### config.mk
export PLATFORM = sky130hd
export DESIGN_NAME = fifo_flags
export DESIGN_NICKNAME = d
export VERILOG_FILES = /design/src/design/fifo_pkg.sv /design/src/design/fifo_flags.sv
export SDC_FILE = /design/constraint.sdc
export NUM_CORES = 1
export LEC_CHECK = 0
export BUFFER_PORTS_ARGS = -buffer_cell sky130_fd_sc_hd__buf_4
export CORE_ASPECT_RATIO = 1.4
export CORE_MARGIN = 5
export CORE_UTILIZATION = 61
export CTS_BUF_LIST = sky130_fd_sc_hd__clkbuf_16
export CTS_CLUSTER_DIAMETER = 100
export DETAILED_ROUTE_END_ITERATION = 16
export PLACE_DENSITY_LB_ADDON = 0.1
export SYNTH_ARGS = -nofsm -noshare
export SYNTH_HDL_FRONTEND = slang
export SYNTH_SLANG_ARGS = --single-unit
### constraint.sdc
create_clock -name mclk_in -period 3.8 [get_ports mclk_in]
set_clock_uncertainty 0.15 [all_clocks]
set_input_delay 0.57 -clock mclk_in [delete_from_list [all_inputs] [get_ports mclk_in]]
set_output_delay 0.57 -clock mclk_in [all_outputs]
set_load 0.02 [all_outputs]
### src/design/fifo_pkg.sv
// constants, types and helpers for the dual-domain buffer and its flags
// assumes both domains share one master clock and advance on tick enables
package fifo_pkg;

  // storage geometry: depth is a power of two
  localparam int ADDR_W       = 4;
  localparam int PTR_W        = ADDR_W + 1;
  localparam int CNT_W        = ADDR_W + 1;
  localparam int DATA_W       = 8;
  localparam int buffer_depth = 16;

  // build-time defaults
  localparam int DEF_SYNC_DEPTH  = 3;
  localparam int DEF_USEDW_DELAY = 1;

  // cross-domain latencies in destination edges, at the default sync depth
  localparam int OLDER_FLAG_LAT  = 6;
  localparam int OLDER_CNT_LAT   = 5;
  localparam int SPEED_FLAG_LAT  = 3;
  localparam int SPEED_CNT_LAT   = 4;
  localparam int AREA_FLAG_LAT   = 2;
  localparam int AREA_CNT_LAT    = 3;
  localparam int OLDER_RDFULL_LAT = 4;

  // reset values
  localparam logic [PTR_W-1:0]  PTR_RST = 5'h00;
  localparam logic [CNT_W-1:0]  CNT_RST = 5'h00;
  localparam logic [DATA_W-1:0] DATA_RST = 8'h00;

  // full thresholds: exact, or one below depth for the conservative estimate
  localparam logic [CNT_W-1:0] FULL_EXACT = 5'h10;
  localparam logic [CNT_W-1:0] FULL_EARLY = 5'h0f;

  // latency variant, chosen once at build time
  typedef enum logic [1:0] {
    VAR_OLDER = 2'b00,
    VAR_SPEED = 2'b01,
    VAR_AREA  = 2'b10
  } variant_type;

  // flag latency for a variant and a chosen sync depth
  function automatic int flag_lat(variant_type v, int depth);
    case (v)
      VAR_OLDER: return depth + OLDER_FLAG_LAT - DEF_SYNC_DEPTH;
      VAR_AREA:  return depth + AREA_FLAG_LAT - DEF_SYNC_DEPTH;
      default:   return depth + SPEED_FLAG_LAT - DEF_SYNC_DEPTH;
    endcase
  endfunction

  // used-word latency for a variant and a chosen sync depth
  function automatic int cnt_lat(variant_type v, int depth);
    case (v)
      VAR_OLDER: return depth + OLDER_CNT_LAT - DEF_SYNC_DEPTH;
      VAR_AREA:  return depth + AREA_CNT_LAT - DEF_SYNC_DEPTH;
      default:   return depth + SPEED_CNT_LAT - DEF_SYNC_DEPTH;
    endcase
  endfunction

  // binary to gray
  function automatic logic [PTR_W-1:0] b2g(logic [PTR_W-1:0] b);
    return b ^ (b >> 1);
  endfunction

  // gray to binary
  function automatic logic [PTR_W-1:0] g2b(logic [PTR_W-1:0] g);
    logic [PTR_W-1:0] b;
    b[PTR_W-1] = g[PTR_W-1];
    for (int i = PTR_W - 2; i >= 0; i--) begin
      b[i] = b[i+1] ^ g[i];
    end
    return b;
  endfunction

endpackage

### src/design/fifo_flags.sv
// dual-domain buffer with guarded requests, gray pointer crossings and
// variant-dependent flag latencies on both sides
// assumes one master clock; each domain advances on its tick enable, but the used-word outputs load on every master edge
//
// Local design decisions: the plain strobed port.
`timescale 1ns/1ps
`default_nettype none

module fifo_flags #(
  parameter fifo_pkg::variant_type variant   = fifo_pkg::VAR_SPEED,
  parameter bit  overflow_guard              = 1'b1,
  parameter bit  underflow_guard             = 1'b1,
  parameter bit  lookahead_select            = 1'b0,
  parameter int  rd_used_delay               = fifo_pkg::DEF_USEDW_DELAY,
  parameter int  wr_used_delay               = fifo_pkg::DEF_USEDW_DELAY,
  parameter int  to_read_sync_depth          = fifo_pkg::DEF_SYNC_DEPTH,
  parameter int  to_write_sync_depth         = fifo_pkg::DEF_SYNC_DEPTH
) (
  // clock and resets
  input  wire logic                        mclk_in,
  input  wire logic                        rst_in,
  input  wire logic                        clear_in,
  // domain edge enables
  input  wire logic                        wr_tick_in,
  input  wire logic                        rd_tick_in,
  // write side
  input  wire logic                        wr_req_in,
  input  wire logic [fifo_pkg::DATA_W-1:0] wr_data_in,
  output var  logic                        wr_empty_out,
  output var  logic                        wr_full_out,
  output var  logic [fifo_pkg::CNT_W-1:0]  wr_used_out,
  // read side
  input  wire logic                        rd_req_in,
  output var  logic [fifo_pkg::DATA_W-1:0] rd_data_out,
  output var  logic                        rd_empty_out,
  output var  logic                        rd_full_out,
  output var  logic [fifo_pkg::CNT_W-1:0]  rd_used_out
);
  import fifo_pkg::*;

  // derived pipeline shapes, set by the variant choice and the sync depths
  localparam int RD_E   = flag_lat(variant, to_read_sync_depth);
  localparam int RD_C   = cnt_lat(variant, to_read_sync_depth);
  localparam int WR_E   = flag_lat(variant, to_write_sync_depth);
  localparam int WR_C   = cnt_lat(variant, to_write_sync_depth);
  localparam int RD_TE  = RD_E - 2;
  localparam int RD_TC  = RD_C - 3;
  localparam int WR_TE  = WR_E - 2;
  localparam int WR_TC  = WR_C - 3;
  localparam int RS_LEN = ((RD_TE > RD_TC) ? RD_TE : RD_TC) + 1;
  localparam int WS_LEN = ((WR_TE > WR_TC) ? WR_TE : WR_TC) + 1;
  // one history stage per read tick, so the flag register lands on the fifth tick
  localparam int HIST_LEN = OLDER_RDFULL_LAT;
  localparam bit OLDER  = (variant == VAR_OLDER);

  // storage
  logic [DATA_W-1:0] mem [buffer_depth];

  // pointers, both domains
  logic [PTR_W-1:0] wr_bin_r;
  logic [PTR_W-1:0] wr_bin_nxt;
  logic [PTR_W-1:0] wr_gray_r;
  logic [PTR_W-1:0] rd_bin_r;
  logic [PTR_W-1:0] rd_bin_nxt;
  logic [PTR_W-1:0] rd_gray_r;

  // synchroniser pipelines and read pointer history
  logic [PTR_W-1:0] wsync_r [RS_LEN];
  logic [PTR_W-1:0] rsync_r [WS_LEN];
  logic [PTR_W-1:0] rd_hist_r [HIST_LEN];

  // used-word pipelines, index 0 is the raw count
  logic [CNT_W-1:0] rd_cnt_r [rd_used_delay+1];
  logic [CNT_W-1:0] wr_cnt_r [wr_used_delay+1];

  // misc
  logic             clr;
  logic             wr_ok;
  logic             rd_ok;
  logic [PTR_W-1:0] wr_at_e;
  logic [PTR_W-1:0] wr_at_c;
  logic [PTR_W-1:0] rd_at_e;
  logic [PTR_W-1:0] rd_at_c;
  logic [PTR_W-1:0] rd_full_ptr;

  // full test: exact, or one early for the conservative estimate
  function automatic logic is_full(logic [PTR_W-1:0] wp, logic [PTR_W-1:0] rp);
    logic [CNT_W-1:0] diff;
    diff = wp - rp;
    if (OLDER) begin
      return diff >= FULL_EARLY;
    end
    return diff == FULL_EXACT;
  endfunction

  // request qualification
  assign clr   = rst_in || clear_in;
  assign wr_ok = wr_tick_in && wr_req_in && !(overflow_guard && wr_full_out);
  assign rd_ok = rd_tick_in && rd_req_in && !(underflow_guard && rd_empty_out);
  assign wr_bin_nxt = wr_bin_r + {{(PTR_W-1){1'b0}}, wr_ok};
  assign rd_bin_nxt = rd_bin_r + {{(PTR_W-1){1'b0}}, rd_ok};

  // synchronised pointer taps, decoded back to binary
  assign wr_at_e = g2b(wsync_r[RD_TE]);
  assign wr_at_c = g2b(wsync_r[RD_TC]);
  assign rd_at_e = g2b(rsync_r[WR_TE]);
  assign rd_at_c = g2b(rsync_r[WR_TC]);
  assign rd_full_ptr = OLDER ? rd_hist_r[HIST_LEN-1] : rd_bin_nxt;

  // storage write
  always_ff @(posedge mclk_in) begin
    if (wr_ok) begin
      mem[wr_bin_r[ADDR_W-1:0]] <= wr_data_in;
    end
  end

  // write pointer, binary and gray
  always_ff @(posedge mclk_in) begin
    if (clr) begin
      wr_bin_r  <= PTR_RST;
      wr_gray_r <= PTR_RST;
    end else begin
      wr_bin_r  <= wr_bin_nxt;
      wr_gray_r <= b2g(wr_bin_nxt);
    end
  end

  // read pointer, binary and gray
  always_ff @(posedge mclk_in) begin
    if (clr) begin
      rd_bin_r  <= PTR_RST;
      rd_gray_r <= PTR_RST;
    end else begin
      rd_bin_r  <= rd_bin_nxt;
      rd_gray_r <= b2g(rd_bin_nxt);
    end
  end

  // write gray pointer into the read domain
  for (genvar i = 0; i < RS_LEN; i++) begin : g_wsync
    always_ff @(posedge mclk_in) begin
      if (clr) begin
        wsync_r[i] <= PTR_RST;
      end else if (rd_tick_in) begin
        if (i == 0) begin
          wsync_r[i] <= wr_gray_r;
        end else begin
          wsync_r[i] <= wsync_r[(i == 0) ? 0 : i-1];
        end
      end
    end
  end

  // read gray pointer into the write domain
  for (genvar i = 0; i < WS_LEN; i++) begin : g_rsync
    always_ff @(posedge mclk_in) begin
      if (clr) begin
        rsync_r[i] <= PTR_RST;
      end else if (wr_tick_in) begin
        if (i == 0) begin
          rsync_r[i] <= rd_gray_r;
        end else begin
          rsync_r[i] <= rsync_r[(i == 0) ? 0 : i-1];
        end
      end
    end
  end

  // delayed read pointer for the slow read-side full flag
  for (genvar i = 0; i < HIST_LEN; i++) begin : g_hist
    always_ff @(posedge mclk_in) begin
      if (clr) begin
        rd_hist_r[i] <= PTR_RST;
      end else if (rd_tick_in) begin
        rd_hist_r[i] <= (i == 0) ? rd_bin_nxt : rd_hist_r[(i == 0) ? 0 : i-1];
      end
    end
  end

  // read-side empty and full flags
  always_ff @(posedge mclk_in) begin
    if (clr) begin
      rd_empty_out <= 1'b1;
      rd_full_out  <= 1'b0;
    end else if (rd_tick_in) begin
      rd_empty_out <= (rd_bin_nxt == wr_at_e);
      rd_full_out  <= is_full(wr_at_e, rd_full_ptr);
    end
  end

  // write-side empty and full flags
  always_ff @(posedge mclk_in) begin
    if (clr) begin
      wr_empty_out <= 1'b1;
      wr_full_out  <= 1'b0;
    end else if (wr_tick_in) begin
      wr_empty_out <= (wr_bin_nxt == rd_at_e);
      wr_full_out  <= is_full(wr_bin_nxt, rd_at_e);
    end
  end

  // read-side used words plus delay stages
  for (genvar i = 0; i <= rd_used_delay; i++) begin : g_rcnt
    always_ff @(posedge mclk_in) begin
      if (clr) begin
        rd_cnt_r[i] <= CNT_RST;
      end else if (rd_tick_in) begin
        if (i == 0) begin
          rd_cnt_r[i] <= wr_at_c - rd_bin_nxt;
        end else begin
          rd_cnt_r[i] <= rd_cnt_r[(i == 0) ? 0 : i-1];
        end
      end
    end
  end

  // write-side used words plus delay stages
  for (genvar i = 0; i <= wr_used_delay; i++) begin : g_wcnt
    always_ff @(posedge mclk_in) begin
      if (clr) begin
        wr_cnt_r[i] <= CNT_RST;
      end else if (wr_tick_in) begin
        if (i == 0) begin
          wr_cnt_r[i] <= wr_bin_nxt - rd_at_c;
        end else begin
          wr_cnt_r[i] <= wr_cnt_r[(i == 0) ? 0 : i-1];
        end
      end
    end
  end

  // count outputs, last stage of each pipe
  always_ff @(posedge mclk_in) begin
    if (clr) begin
      rd_used_out <= CNT_RST;
      wr_used_out <= CNT_RST;
    end else begin
      rd_used_out <= rd_cnt_r[rd_used_delay];
      wr_used_out <= wr_cnt_r[wr_used_delay];
    end
  end

  // read data: legacy on request, lookahead shows the head word
  always_ff @(posedge mclk_in) begin
    if (rst_in) begin
      rd_data_out <= DATA_RST;
    end else if (lookahead_select && rd_tick_in) begin
      rd_data_out <= mem[rd_bin_nxt[ADDR_W-1:0]];
    end else if (!lookahead_select && rd_ok) begin
      rd_data_out <= mem[rd_bin_r[ADDR_W-1:0]];
    end
  end

  // checks

  // true occupancy, for checks only
  logic [CNT_W-1:0] occ;
  assign occ = wr_bin_r - rd_bin_r;

  chk_ovf_write_blocked: assert property (@(posedge mclk_in) disable iff (clr)
    (overflow_guard && wr_tick_in && wr_req_in && wr_full_out) |=> $stable(wr_bin_r))
    else $error("write taken while full");

  chk_udf_read_blocked: assert property (@(posedge mclk_in) disable iff (clr)
    (underflow_guard && rd_tick_in && rd_req_in && rd_empty_out) |=> $stable(rd_bin_r))
    else $error("read taken while empty");

  chk_wr_empty_now: assert property (@(posedge mclk_in) disable iff (clr)
    wr_ok |=> !wr_empty_out)
    else $error("write side empty after write");

  chk_gray_one_bit: assert property (@(posedge mclk_in) disable iff (clr)
    (!$past(rst_in) && !$past(clear_in)) |-> ($countones(wr_gray_r ^ $past(wr_gray_r)) <= 1))
    else $error("write gray pointer moved by more than one bit");

  chk_no_overrun_occ: assert property (@(posedge mclk_in) disable iff (clr)
    overflow_guard |-> (occ <= FULL_EXACT))
    else $error("occupancy above depth");

  chk_empty_is_safe: assert property (@(posedge mclk_in) disable iff (clr)
    (!rd_empty_out) |-> (occ != CNT_RST))
    else $error("not empty while nothing stored");

  chk_fifo_clear: assert property (@(posedge mclk_in)
    clear_in |=> (rd_empty_out && wr_empty_out && !wr_full_out && wr_used_out == CNT_RST))
    else $error("clear did not empty flags");

  chk_rd_full_drop: assert property (@(posedge mclk_in) disable iff (clr)
    (!OLDER && rd_ok) |=> !rd_full_out)
    else $error("read side full after read");

  // full may rise early, but never below one under depth against the crossed read pointer
  chk_wr_full_early: assert property (@(posedge mclk_in) disable iff (clr)
    $rose(wr_full_out) |-> (CNT_W'(wr_bin_r - $past(rd_at_e)) >= FULL_EARLY))
    else $error("write full raised below one under depth");

endmodule

`default_nettype wire

Yosys cells after proc, flatten, opt, wreduce, memory -nomap -nowiden
Memories as Yosys holds them, arrays and structs flattened. A register that Yosys moved wholly into a read port is not among the register bits. Index checks and enable logic that the tools add are counted.

$lt $le $gt $ge: 0. Multiplexer cells: 18. Add/subtract/negate cells: 4. Div/mod/pow operators: 0. Multiply operators: 0. Reduce and logical (&&, ||, !) cells: 7. Bitwise gates (word level): 18. Eq/ne operators: 4. Shift operators: 0.

Operator list (number): 5-bit 2-to-1 mux (8); 5-bit by 1-bit adder with 5-bit output (2); 5-bit equality test (2); 5-bit equality test (second input constant) (2); 1-bit 2-to-1 mux (10); 5-bit subtractor (2); 5-bit by 4-bit XOR with 5-bit output (2); 1-bit OR (8); 1-bit XOR (8); 1-bit logical AND (4); 1-bit zero test (2); 1-bit logical OR (1).

Input bits: 15. Bits in registers: 24. Logic and storage cells: 64. Memory bits (read-only): 0. Bits in writable memories: 168. Memories: 5. Bits in latches: 0.

Memories: mem (words 16, width 8, rd ports 1, clocked after memory_dff 1, write ports 1, RTL line fifo_flags.sv:57) `logic [DATA_W-1:0] mem [buffer_depth];`; rd_cnt_r (words 2, width 5, rd ports 2, clocked after memory_dff 1, write ports 2, RTL line fifo_flags.sv:73) `logic [CNT_W-1:0] rd_cnt_r [rd_used_delay+1];`; rsync_r (words 2, width 5, rd ports 2, clocked after memory_dff 0, write ports 2, RTL line fifo_flags.sv:69) `logic [PTR_W-1:0] rsync_r [WS_LEN];`; wr_cnt_r (words 2, width 5, rd ports 2, clocked after memory_dff 1, write ports 2, RTL line fifo_flags.sv:74) `logic [CNT_W-1:0] wr_cnt_r [wr_used_delay+1];`; wsync_r (words 2, width 5, rd ports 2, clocked after memory_dff 0, write ports 2, RTL line fifo_flags.sv:68) `logic [PTR_W-1:0] wsync_r [RS_LEN];`.

Longest topological paths before layout
Gate-level depths: netlist (run 1).

Depth after elaboration: 6. Gate-level depth with buffers: 12. Gate-level depth less buffers: 12.

Worst setup path before layout (run 1)
Ideal clock, no wire load.

Path type: in2reg. Start: input rd_req_in. End: register rd_full_out. Path slack: 0.546 ns. Buffers on the path: 1. Arrival: 3.023 ns. Stages on the path: 12. Cell sequence: nand3b_1 -> clkinv_1 -> ha_1 -> ha_1 -> clkbuf_1 -> xor2_1 -> ha_1 -> a211oi_1 -> a21oi_1 -> xor2_1 -> a2111o_1 -> o22ai_1.

Longest elaborated chain between the ends: 5.

RTL lines: start: declaration (RTL line fifo_flags.sv:33) `input wire logic rd_req_in,`; 1-bit logical AND (2 in a row) (RTL line fifo_flags.sv:99) `assign rd_ok = rd_tick_in && rd_req_in && !(underflow_guard && rd_empty_out);`; named net rd_ok (RTL line fifo_flags.sv:79) `logic rd_ok;`; 5-bit by 1-bit adder with 5-bit output (RTL line fifo_flags.sv:101) `assign rd_bin_nxt = rd_bin_r + {{(PTR_W-1){1'b0}}, rd_ok};`; named net rd_bin_nxt[1] (RTL line fifo_flags.sv:64) `logic [PTR_W-1:0] rd_bin_nxt;`; 5-bit subtractor (RTL line fifo_flags.sv:89) `diff = wp - rp;`; 5-bit equality test (RTL line fifo_flags.sv:93) `return diff == FULL_EXACT;`; end signal: assignment (RTL line fifo_flags.sv:187) `rd_full_out <= is_full(wr_at_e, rd_full_ptr);`; end: declaration (RTL line fifo_flags.sv:36) `output var logic rd_full_out,`.

The timed path passes the listed nets, and every way through them passes these cells. A chain may end at the register's enable or synchronous reset.

==> flow_summary.json, run 1 <==
{
  "result_of_the_run": "finished clean",
  "switching_power_uw": 919,
  "power_frac_clock": 0.402,
  "die-width_um": 108,
  "postSynthRegisterBits": 208,
  "dominant_combinational_cell_family_by_area_after_synthesis": "multiplexers",
  "vdd_drop_max_mv": 0.450,
  "tritoncts": "done",
  "drc": 0,
  "max-slew-margin-rel": 0.300,
  "postCtsHoldBufs": 0,
  "synth.yosys.seq_area_share": 0.707,
  "synth.mux.area_fraction": 0.112,
  "power.internal_uw": 3640,
  "worstPathMaxFanout": 8,
  "whs_endpoint": "rd_data_out[4]$_SDFFE_PP0P_",
  "htreeDepth": 1,
  "cts-buffers-inserted": 20,
  "worst_r2r_startpoint": "wsync_r[1][4]$_SDFFCE_PN0P_",
  "max_slew_violation_count": 0,
  "maxClockFrequency_ghz": 0.313,
  "stdcell_area_um2": 9420,
  "pwr-share-seq": 0.549,
  "post_synth_num_cell_types": 44,
  "die_area_um2": 16000,
  "synth-warning-count": 0,
  "rsz_0062_raised_after_global_routing": "false",
  "worstSetupStartpointType": "flip-flop",
  "clkSlewWorstSetupHoldPaths_ns": 0.06,
  "cap_viol_max_count": 0,
  "power_per_cell_area_nw_per_um2": 484,
  "end_kind": "flip-flop",
  "detailed_place.area_um2": 8810,
  "vias_in_the_first_global_route": 4473,
  "power.share.combinational": 0.049,
  "dr_total_vias": 4344,
  "layout-area-overhead-vs-synth_pct": 14.0,
  "port_buffers": 36,
  "static_leakage_uw": 0.00341,
  "grt_pass1_wl_um": 25100,
  "initial_utilization": 0.620,
  "min_period_over_period": 0.840,
  "async_reset_ff_frac": 0,
  "synth_cell_area_um2": 8270,
  "critical_path_required_ns": 4.05,
  "post_synth_fa_ha_maj_area_fraction": 0.0180,
  "track_usage": 0.208,
  "layout.area.seq_um2": 5850,
  "sw_frac_of_total": 0.201,
  "gp_congestion": 0.831,
  "ff2ff_path_depth": 11,
  "multi_input_comb_area_um2": 2290,
  "synth_simple_gate_area_frac": 0.0847,
  "first_pass_iters": 5,
  "io_pins": 37,
  "wire_per_inst_um": 21.4,
  "min_path_cells": 2,
  "clk-insertion-delay-late_ns": 0.48,
  "via_per_inst": 5.85,
  "grt_start_max_net_pins": 33,
  "dieHeight_um": 148,
  "netlist_instances": 496,
  "hp-class": "in2reg",
  "timing_worst_slew_pin_value_ns": 1.05,
  "post_synth_xor_area_fraction": 0.0427,
  "postCtsSetupRepairBufs": 0,
  "row_count": 50,
  "number_of_antenna_violations_at_the_first_check_in_global_routing": 0,
  "endpoint_arrival_time_on_the_critical_path_ns": 3.44,
  "timing.rr.end": "rd_full_out$_SDFFE_PP0P_",
  "critical_path_class": "reg2reg",
  "r2r_slack_ns": 0.61,
  "final.fill_count": 882,
  "setup_viol": 0,
  "place_inst": 707,
  "postSynthAreaPerCell_um2": 16.7,
  "ctsResizeCount": 0,
  "synth-edff-count": 168,
  "fp.coreArea_um2": 13300,
  "finish.cell_count_without_fillers": 742,
  "drt_iter0_markers": 389,
  "layout.nets": 573,
  "tritoncts_num_sinks": 208,
  "final_wirelength_um": 15800,
  "fin_tns_setup_ns": 0,
  "hold_violations": 0,
  "grt_total_ovfl": 0,
  "synthFlopType": "sky130_fd_sc_hd__edfxtp_1",
  "postSynthNetCount": 522,
  "post-route-min-period_ns": 3.19,
  "antenna_cells_inserted": 0,
  "synth-compound-area-share": 0.0197,
  "dp.final_hpwl_um": 10400,
  "clock_tree.buffer_depth": 3,
  "final_layout_size_suffix_gt1_frac": 0.232,
  "post-route-util": 0.707,
  "worst_hold_startpoint": "rst_in",
  "post_route_ant_nets": 0,
  "cts-root-buf": "sky130_fd_sc_hd__clkbuf_16"
}
[layout make-up]
| class | instances | share of cell area |
|---|---|---|
| Clock buffer | 21 | 0.0558 |
| Timing Repair Buffer | 55 | 0.0438 |
| Multi-Input combinational cell | 253 | 0.243 |
| Tap cell | 182 | 0.0242 |
| Clock inverter | 14 | 0.00903 |
| Sequential cell | 208 | 0.621 |
| Inverter | 9 | 0.00359 |
[flip-flops by register name (all words and copies together), names as in the netlist]
| register | flops |
|---|---|
| rd_used_out | 5 |
| rsync_r | 10 |
| wr_cnt_r | 10 |
| wsync_r | 10 |
| wr_gray_r | 4 |
| wr_bin_r | 5 |
| rd_data_out | 8 |
| rd_gray_r | 4 |
| rd_empty_out | 1 |
| wr_used_out | 5 |
| wr_empty_out | 1 |
| wr_full_out | 1 |
| mem | 128 |
| rd_cnt_r | 10 |
| rd_full_out | 1 |
| rd_bin_r | 5 |
[cells in the final DEF (no fill, tap or decap), types with 4 or more instances in the layout]
| master | netlist | routed |
|---|---|---|
| sky130_fd_sc_hd__nand2_1 | 22 | 22 |
| sky130_fd_sc_hd__edfxtp_1 | 168 | 168 |
| sky130_fd_sc_hd__clkinv_1 | 1 | 4 |
| sky130_fd_sc_hd__clkinv_2 | 0 | 5 |
| sky130_fd_sc_hd__nor3_1 | 5 | 5 |
| sky130_fd_sc_hd__clkbuf_16 | 0 | 21 |
| sky130_fd_sc_hd__ha_1 | 11 | 11 |
| sky130_fd_sc_hd__nor2_1 | 40 | 39 |
| sky130_fd_sc_hd__buf_4 | 0 | 55 |
| sky130_fd_sc_hd__dfxtp_1 | 40 | 39 |
| sky130_fd_sc_hd__xnor2_1 | 16 | 16 |
| sky130_fd_sc_hd__inv_1 | 8 | 13 |
| sky130_fd_sc_hd__mux4_2 | 40 | 40 |
| sky130_fd_sc_hd__nand3_1 | 6 | 6 |
| sky130_fd_sc_hd__and3_1 | 33 | 33 |
| sky130_fd_sc_hd__a21oi_1 | 12 | 12 |
| sky130_fd_sc_hd__and2_1 | 13 | 13 |
| sky130_fd_sc_hd__xor2_1 | 17 | 17 |
[synth_stat cells, types with 2 or more instances]
master,instances,share of area
sky130_fd_sc_hd__nand2_1,22,0.010
sky130_fd_sc_hd__dfxtp_1,40,0.097
sky130_fd_sc_hd__nand4_1,2,0.0015
sky130_fd_sc_hd__a21oi_1,12,0.0073
sky130_fd_sc_hd__and3_1,33,0.025
sky130_fd_sc_hd__ha_1,11,0.017
sky130_fd_sc_hd__buf_2,3,0.0018
sky130_fd_sc_hd__inv_1,8,0.0036
sky130_fd_sc_hd__clkbuf_1,22,0.010
sky130_fd_sc_hd__mux4_2,40,0.11
sky130_fd_sc_hd__edfxtp_1,168,0.61
sky130_fd_sc_hd__o22ai_1,3,0.0023
sky130_fd_sc_hd__or3_1,3,0.0023
sky130_fd_sc_hd__o221ai_1,2,0.0021
sky130_fd_sc_hd__and2_1,13,0.0098
sky130_fd_sc_hd__xor2_1,17,0.018
sky130_fd_sc_hd__nand3b_1,3,0.0027
sky130_fd_sc_hd__nor3_1,5,0.0030
sky130_fd_sc_hd__nor2_1,40,0.018
sky130_fd_sc_hd__nor2b_1,2,0.0015
sky130_fd_sc_hd__nand3_1,6,0.0036
sky130_fd_sc_hd__nand2b_1,3,0.0023
sky130_fd_sc_hd__o21ai_0,2,0.0012
sky130_fd_sc_hd__xnor2_1,16,0.017
[critical path, cell delays in order (launching register included)]
cell,delay [ns]
sky130_fd_sc_hd__edfxtp_1,0.40
sky130_fd_sc_hd__xor3_2,0.55
sky130_fd_sc_hd__xnor2_1,0.29
sky130_fd_sc_hd__xor2_1,0.18
sky130_fd_sc_hd__ha_1,0.22
sky130_fd_sc_hd__inv_1,0.07
sky130_fd_sc_hd__ha_1,0.22
sky130_fd_sc_hd__a211oi_1,0.22
sky130_fd_sc_hd__a21oi_1,0.11
sky130_fd_sc_hd__xor2_1,0.17
sky130_fd_sc_hd__a2111o_1,0.41
sky130_fd_sc_hd__o22ai_1,0.11
[through the flow]
| stage | hold WS (ns) | worst slack, ns | total power, µW |
|---|---|---|---|
| floorplan | 0.270 | 0.546 | 2690 |
| global placement | 0.272 | 0.659 | 2760 |
| detailed placement | 0.276 | 0.471 | 2780 |
| CTS | 0.203 | 0.632 | 4600 |
| global route | 0.222 | 0.423 | 4720 |
| finish | 0.217 | 0.609 | 4560 |
[cells by family (layout without fill, tap and decap cells)]
logic type | Yosys count | in the layout
XOR/XNOR | 36 | 36
buffers and inverters | 35 | 99
multiplexers | 42 | 42
AO/OA/AOI/OAI | 26 | 26
adder cells (fa/ha/maj) | 12 | 12
flip-flops | 208 | 208
AND/OR/NAND/NOR | 137 | 137
[power groups by stage]
stage / clock network, µW / logic (µW) / registers (µW)
2_1_floorplan: 0 / 139 / 2550
3_3_place_gp: 0 / 214 / 2550
3_5_place_dp: 0 / 224 / 2550
4_1_cts: 1870 / 226 / 2500
5_1_grt: 1970 / 248 / 2510
6_report: 1830 / 226 / 2500
[how the worst max path moves through the flow]
| stage | from | to |
|---|---|---|
| 2_1_floorplan | rd_req_in | rd_full_out$_SDFFE_PP0P_ |
| 3_3_place_gp | wr_tick_in | wr_cnt_r[0][4]$_SDFFCE_PN0P_ |
| 3_5_place_dp | rd_tick_in | rd_full_out$_SDFFE_PP0P_ |
| 4_1_cts | wsync_r[1][4]$_SDFFCE_PN0P_ | rd_full_out$_SDFFE_PP0P_ |
| 5_1_grt | wsync_r[1][4]$_SDFFCE_PN0P_ | rd_full_out$_SDFFE_PP0P_ |
| 6_report | wsync_r[1][4]$_SDFFCE_PN0P_ | rd_full_out$_SDFFE_PP0P_ |
[per-layer routing]
layer | vias to the layer above | GRT usage | wire length (µm)
met5 | - | 0 | 0
met4 | 0 | 0.0569 | 344
met3 | 33 | 0.0376 | 946
met1 | 2190 | 0.268 | 6080
met2 | 131 | 0.363 | 8470
li1 | 1990 | - | -
Power figures use the tool's default switching activity.
==> run 2: changes to the inputs <==
==> constraint.sdc (replaced) <==
create_clock -name mclk_in -period 3.2 [get_ports mclk_in]
set_clock_uncertainty 0.15 [all_clocks]
set_input_delay 0.48 -clock mclk_in [delete_from_list [all_inputs] [get_ports mclk_in]]
set_output_delay 0.48 -clock mclk_in [all_outputs]
set_load 0.02 [all_outputs]
==> run 2 against run 1 <==
Design area rose by 1.0%. Critical path depth is 2 lower. Combinational power is 20% higher. Critical endpoint unchanged. Largest cell class unchanged. Highest routed layer unchanged.
==> flow_summary.json, run 2 (synthesis gave the netlist of run 1 again) <==
{
  "result_of_the_run": "finished clean",
  "critical_path_required_ns": 3.46,
  "grt_start_max_net_pins": 33,
  "endpoint_arrival_time_on_the_critical_path_ns": 3.29,
  "dr_total_vias": 4341,
  "power_per_cell_area_nw_per_um2": 566,
  "cts-buffers-inserted": 20,
  "dp.final_hpwl_um": 10300,
  "final_layout_size_suffix_gt1_frac": 0.254,
  "largest_register_ff_count": 128,
  "io_pins": 37,
  "fp.coreArea_um2": 13300,
  "static_leakage_uw": 0.00348,
  "grt_pass1_wl_um": 25400,
  "critical_path_class": "reg2reg",
  "port_buffers": 36,
  "final_wirelength_um": 15800,
  "layout.area.seq_um2": 5850,
  "max_slew_violation_count": 0,
  "multi_input_comb_area_um2": 2300,
  "hp-class": "in2reg",
  "postCtsHoldBufs": 0,
  "layout.nets": 587,
  "critPathSlowestCell": "sky130_fd_sc_hd__xor3_2",
  "clock_tree.buffer_depth": 3,
  "hold_violations": 0,
  "cp_peak_stage_delay_ns": 0.56,
  "timing_worst_slew_pin_value_ns": 0.873,
  "max-slew-margin-rel": 0.418,
  "setup_viol": 0,
  "via_per_inst": 5.73,
  "min_period_over_period": 0.947,
  "worstPathMaxFanout": 8,
  "drc": 0,
  "cap_viol_max_count": 0,
  "grt_total_ovfl": 0,
  "layout_commonest_cell": "sky130_fd_sc_hd__edfxtp_1",
  "vdd_drop_max_mv": 0.505,
  "wire_per_inst_um": 20.9,
  "final.fill_count": 868,
  "timing.final.ws_setup_ns": 0.168,
  "place_inst": 721,
  "initial_utilization": 0.620,
  "die-width_um": 108,
  "post_route_ant_nets": 0,
  "layout.cells.most_common_list": "168 x sky130_fd_sc_hd__edfxtp_1, 69 x sky130_fd_sc_hd__buf_4, 40 x sky130_fd_sc_hd__mux4_2, 39 x sky130_fd_sc_hd__nor2_1, 39 x sky130_fd_sc_hd__dfxtp_1",
  "clkSlewWorstSetupHoldPaths_ns": 0.06,
  "drt_iter0_markers": 339,
  "vias_in_the_first_global_route": 4642,
  "tritoncts_num_sinks": 208,
  "tritoncts": "done",
  "cell_family_contributing_the_most_delay_on_the_critical_path": "XOR/XNOR gates",
  "rsz_0062_raised_after_global_routing": "false",
  "first_pass_iters": 4,
  "dieHeight_um": 148,
  "maxClockFrequency_ghz": 0.330,
  "end_kind": "flip-flop",
  "die_area_um2": 16000,
  "clk-insertion-delay-late_ns": 0.50,
  "post-layout-total-power_uw": 5380,
  "row_count": 50,
  "finish.cell_count_without_fillers": 757,
  "cts-root-buf": "sky130_fd_sc_hd__clkbuf_16",
  "htreeDepth": 1,
  "fin_tns_setup_ns": 0,
  "antenna_cells_inserted": 0,
  "worst-path-buf-inv": 0,
  "hold_ws_ns": 0.116,
  "track_usage": 0.211,
  "worstSetupStartpointType": "flip-flop",
  "gp_congestion": 0.829,
  "post-route-min-period_ns": 3.03,
  "layout-area-overhead-vs-synth_pct": 15.1,
  "path_cells": "xor3_2 > xnor2_2 > xor2_1 > ha_1 > nor2_1 > maj3_2 > or3_1 > a2111o_1 > o22ai_1",
  "number_of_antenna_violations_at_the_first_check_in_global_routing": 0,
  "placement.setup.worst_slack_ns": 0.120
}
## run 2: final timing paths
path	start	to	slack, ns	depth (start not counted)
worst max-delay path	wsync_r[1][4]$_SDFFCE_PN0P_	rd_full_out$_SDFFE_PP0P_	0.17	9
worst min-delay path	rst_in	rd_data_out[3]$_SDFFE_PP0P_	0.12	2
worst max register to register	wsync_r[1][4]$_SDFFCE_PN0P_	rd_full_out$_SDFFE_PP0P_	0.17	9
worst min register to register	rd_cnt_r[1][0]$_SDFFCE_PN0P_	rd_used_out[0]$_SDFF_PP0_	0.29	1
## run 2: cell type report
type | count | area share
well taps | 182 | 0.0239
inverters | 9 | 0.00355
clock inverters | 15 | 0.00710
repair buffers | 69 | 0.0544
clock buffers | 21 | 0.0552
flip-flops and latches | 208 | 0.614
multi-input cells | 253 | 0.241
## run 2: routing by layer
layer	vias to the layer above	part of all wire	global-route usage
met1	2146	0.38	0.265
met4	0	0.040	0.0758
met5	-	0	0
li1	2011	-	-
met2	137	0.52	0.366
met3	47	0.063	0.0367
## run 2: per-stage QoR
stage                     area [µm²]   util
final                           9520  0.714
after global routing            9520  0.714
after CTS                       9510  0.714
after detailed placement        8920  0.669
after global placement          8920  0.669
after floorplan                 8270      -
## run 2: timing repair
| item | in CTS | in global routing |
|---|---|---|
| endpoints found under the setup margin | 0 | 1 |
| gates resized for setup | 0 | 1 |
| setup buffers | 0 | 0 |
## run 2: power by group
group / internal [µW] / switching, µW
clock network: 1190 / 952
logic: 113 / 158
registers: 2960 / 15.6
total: 4260 / 1130
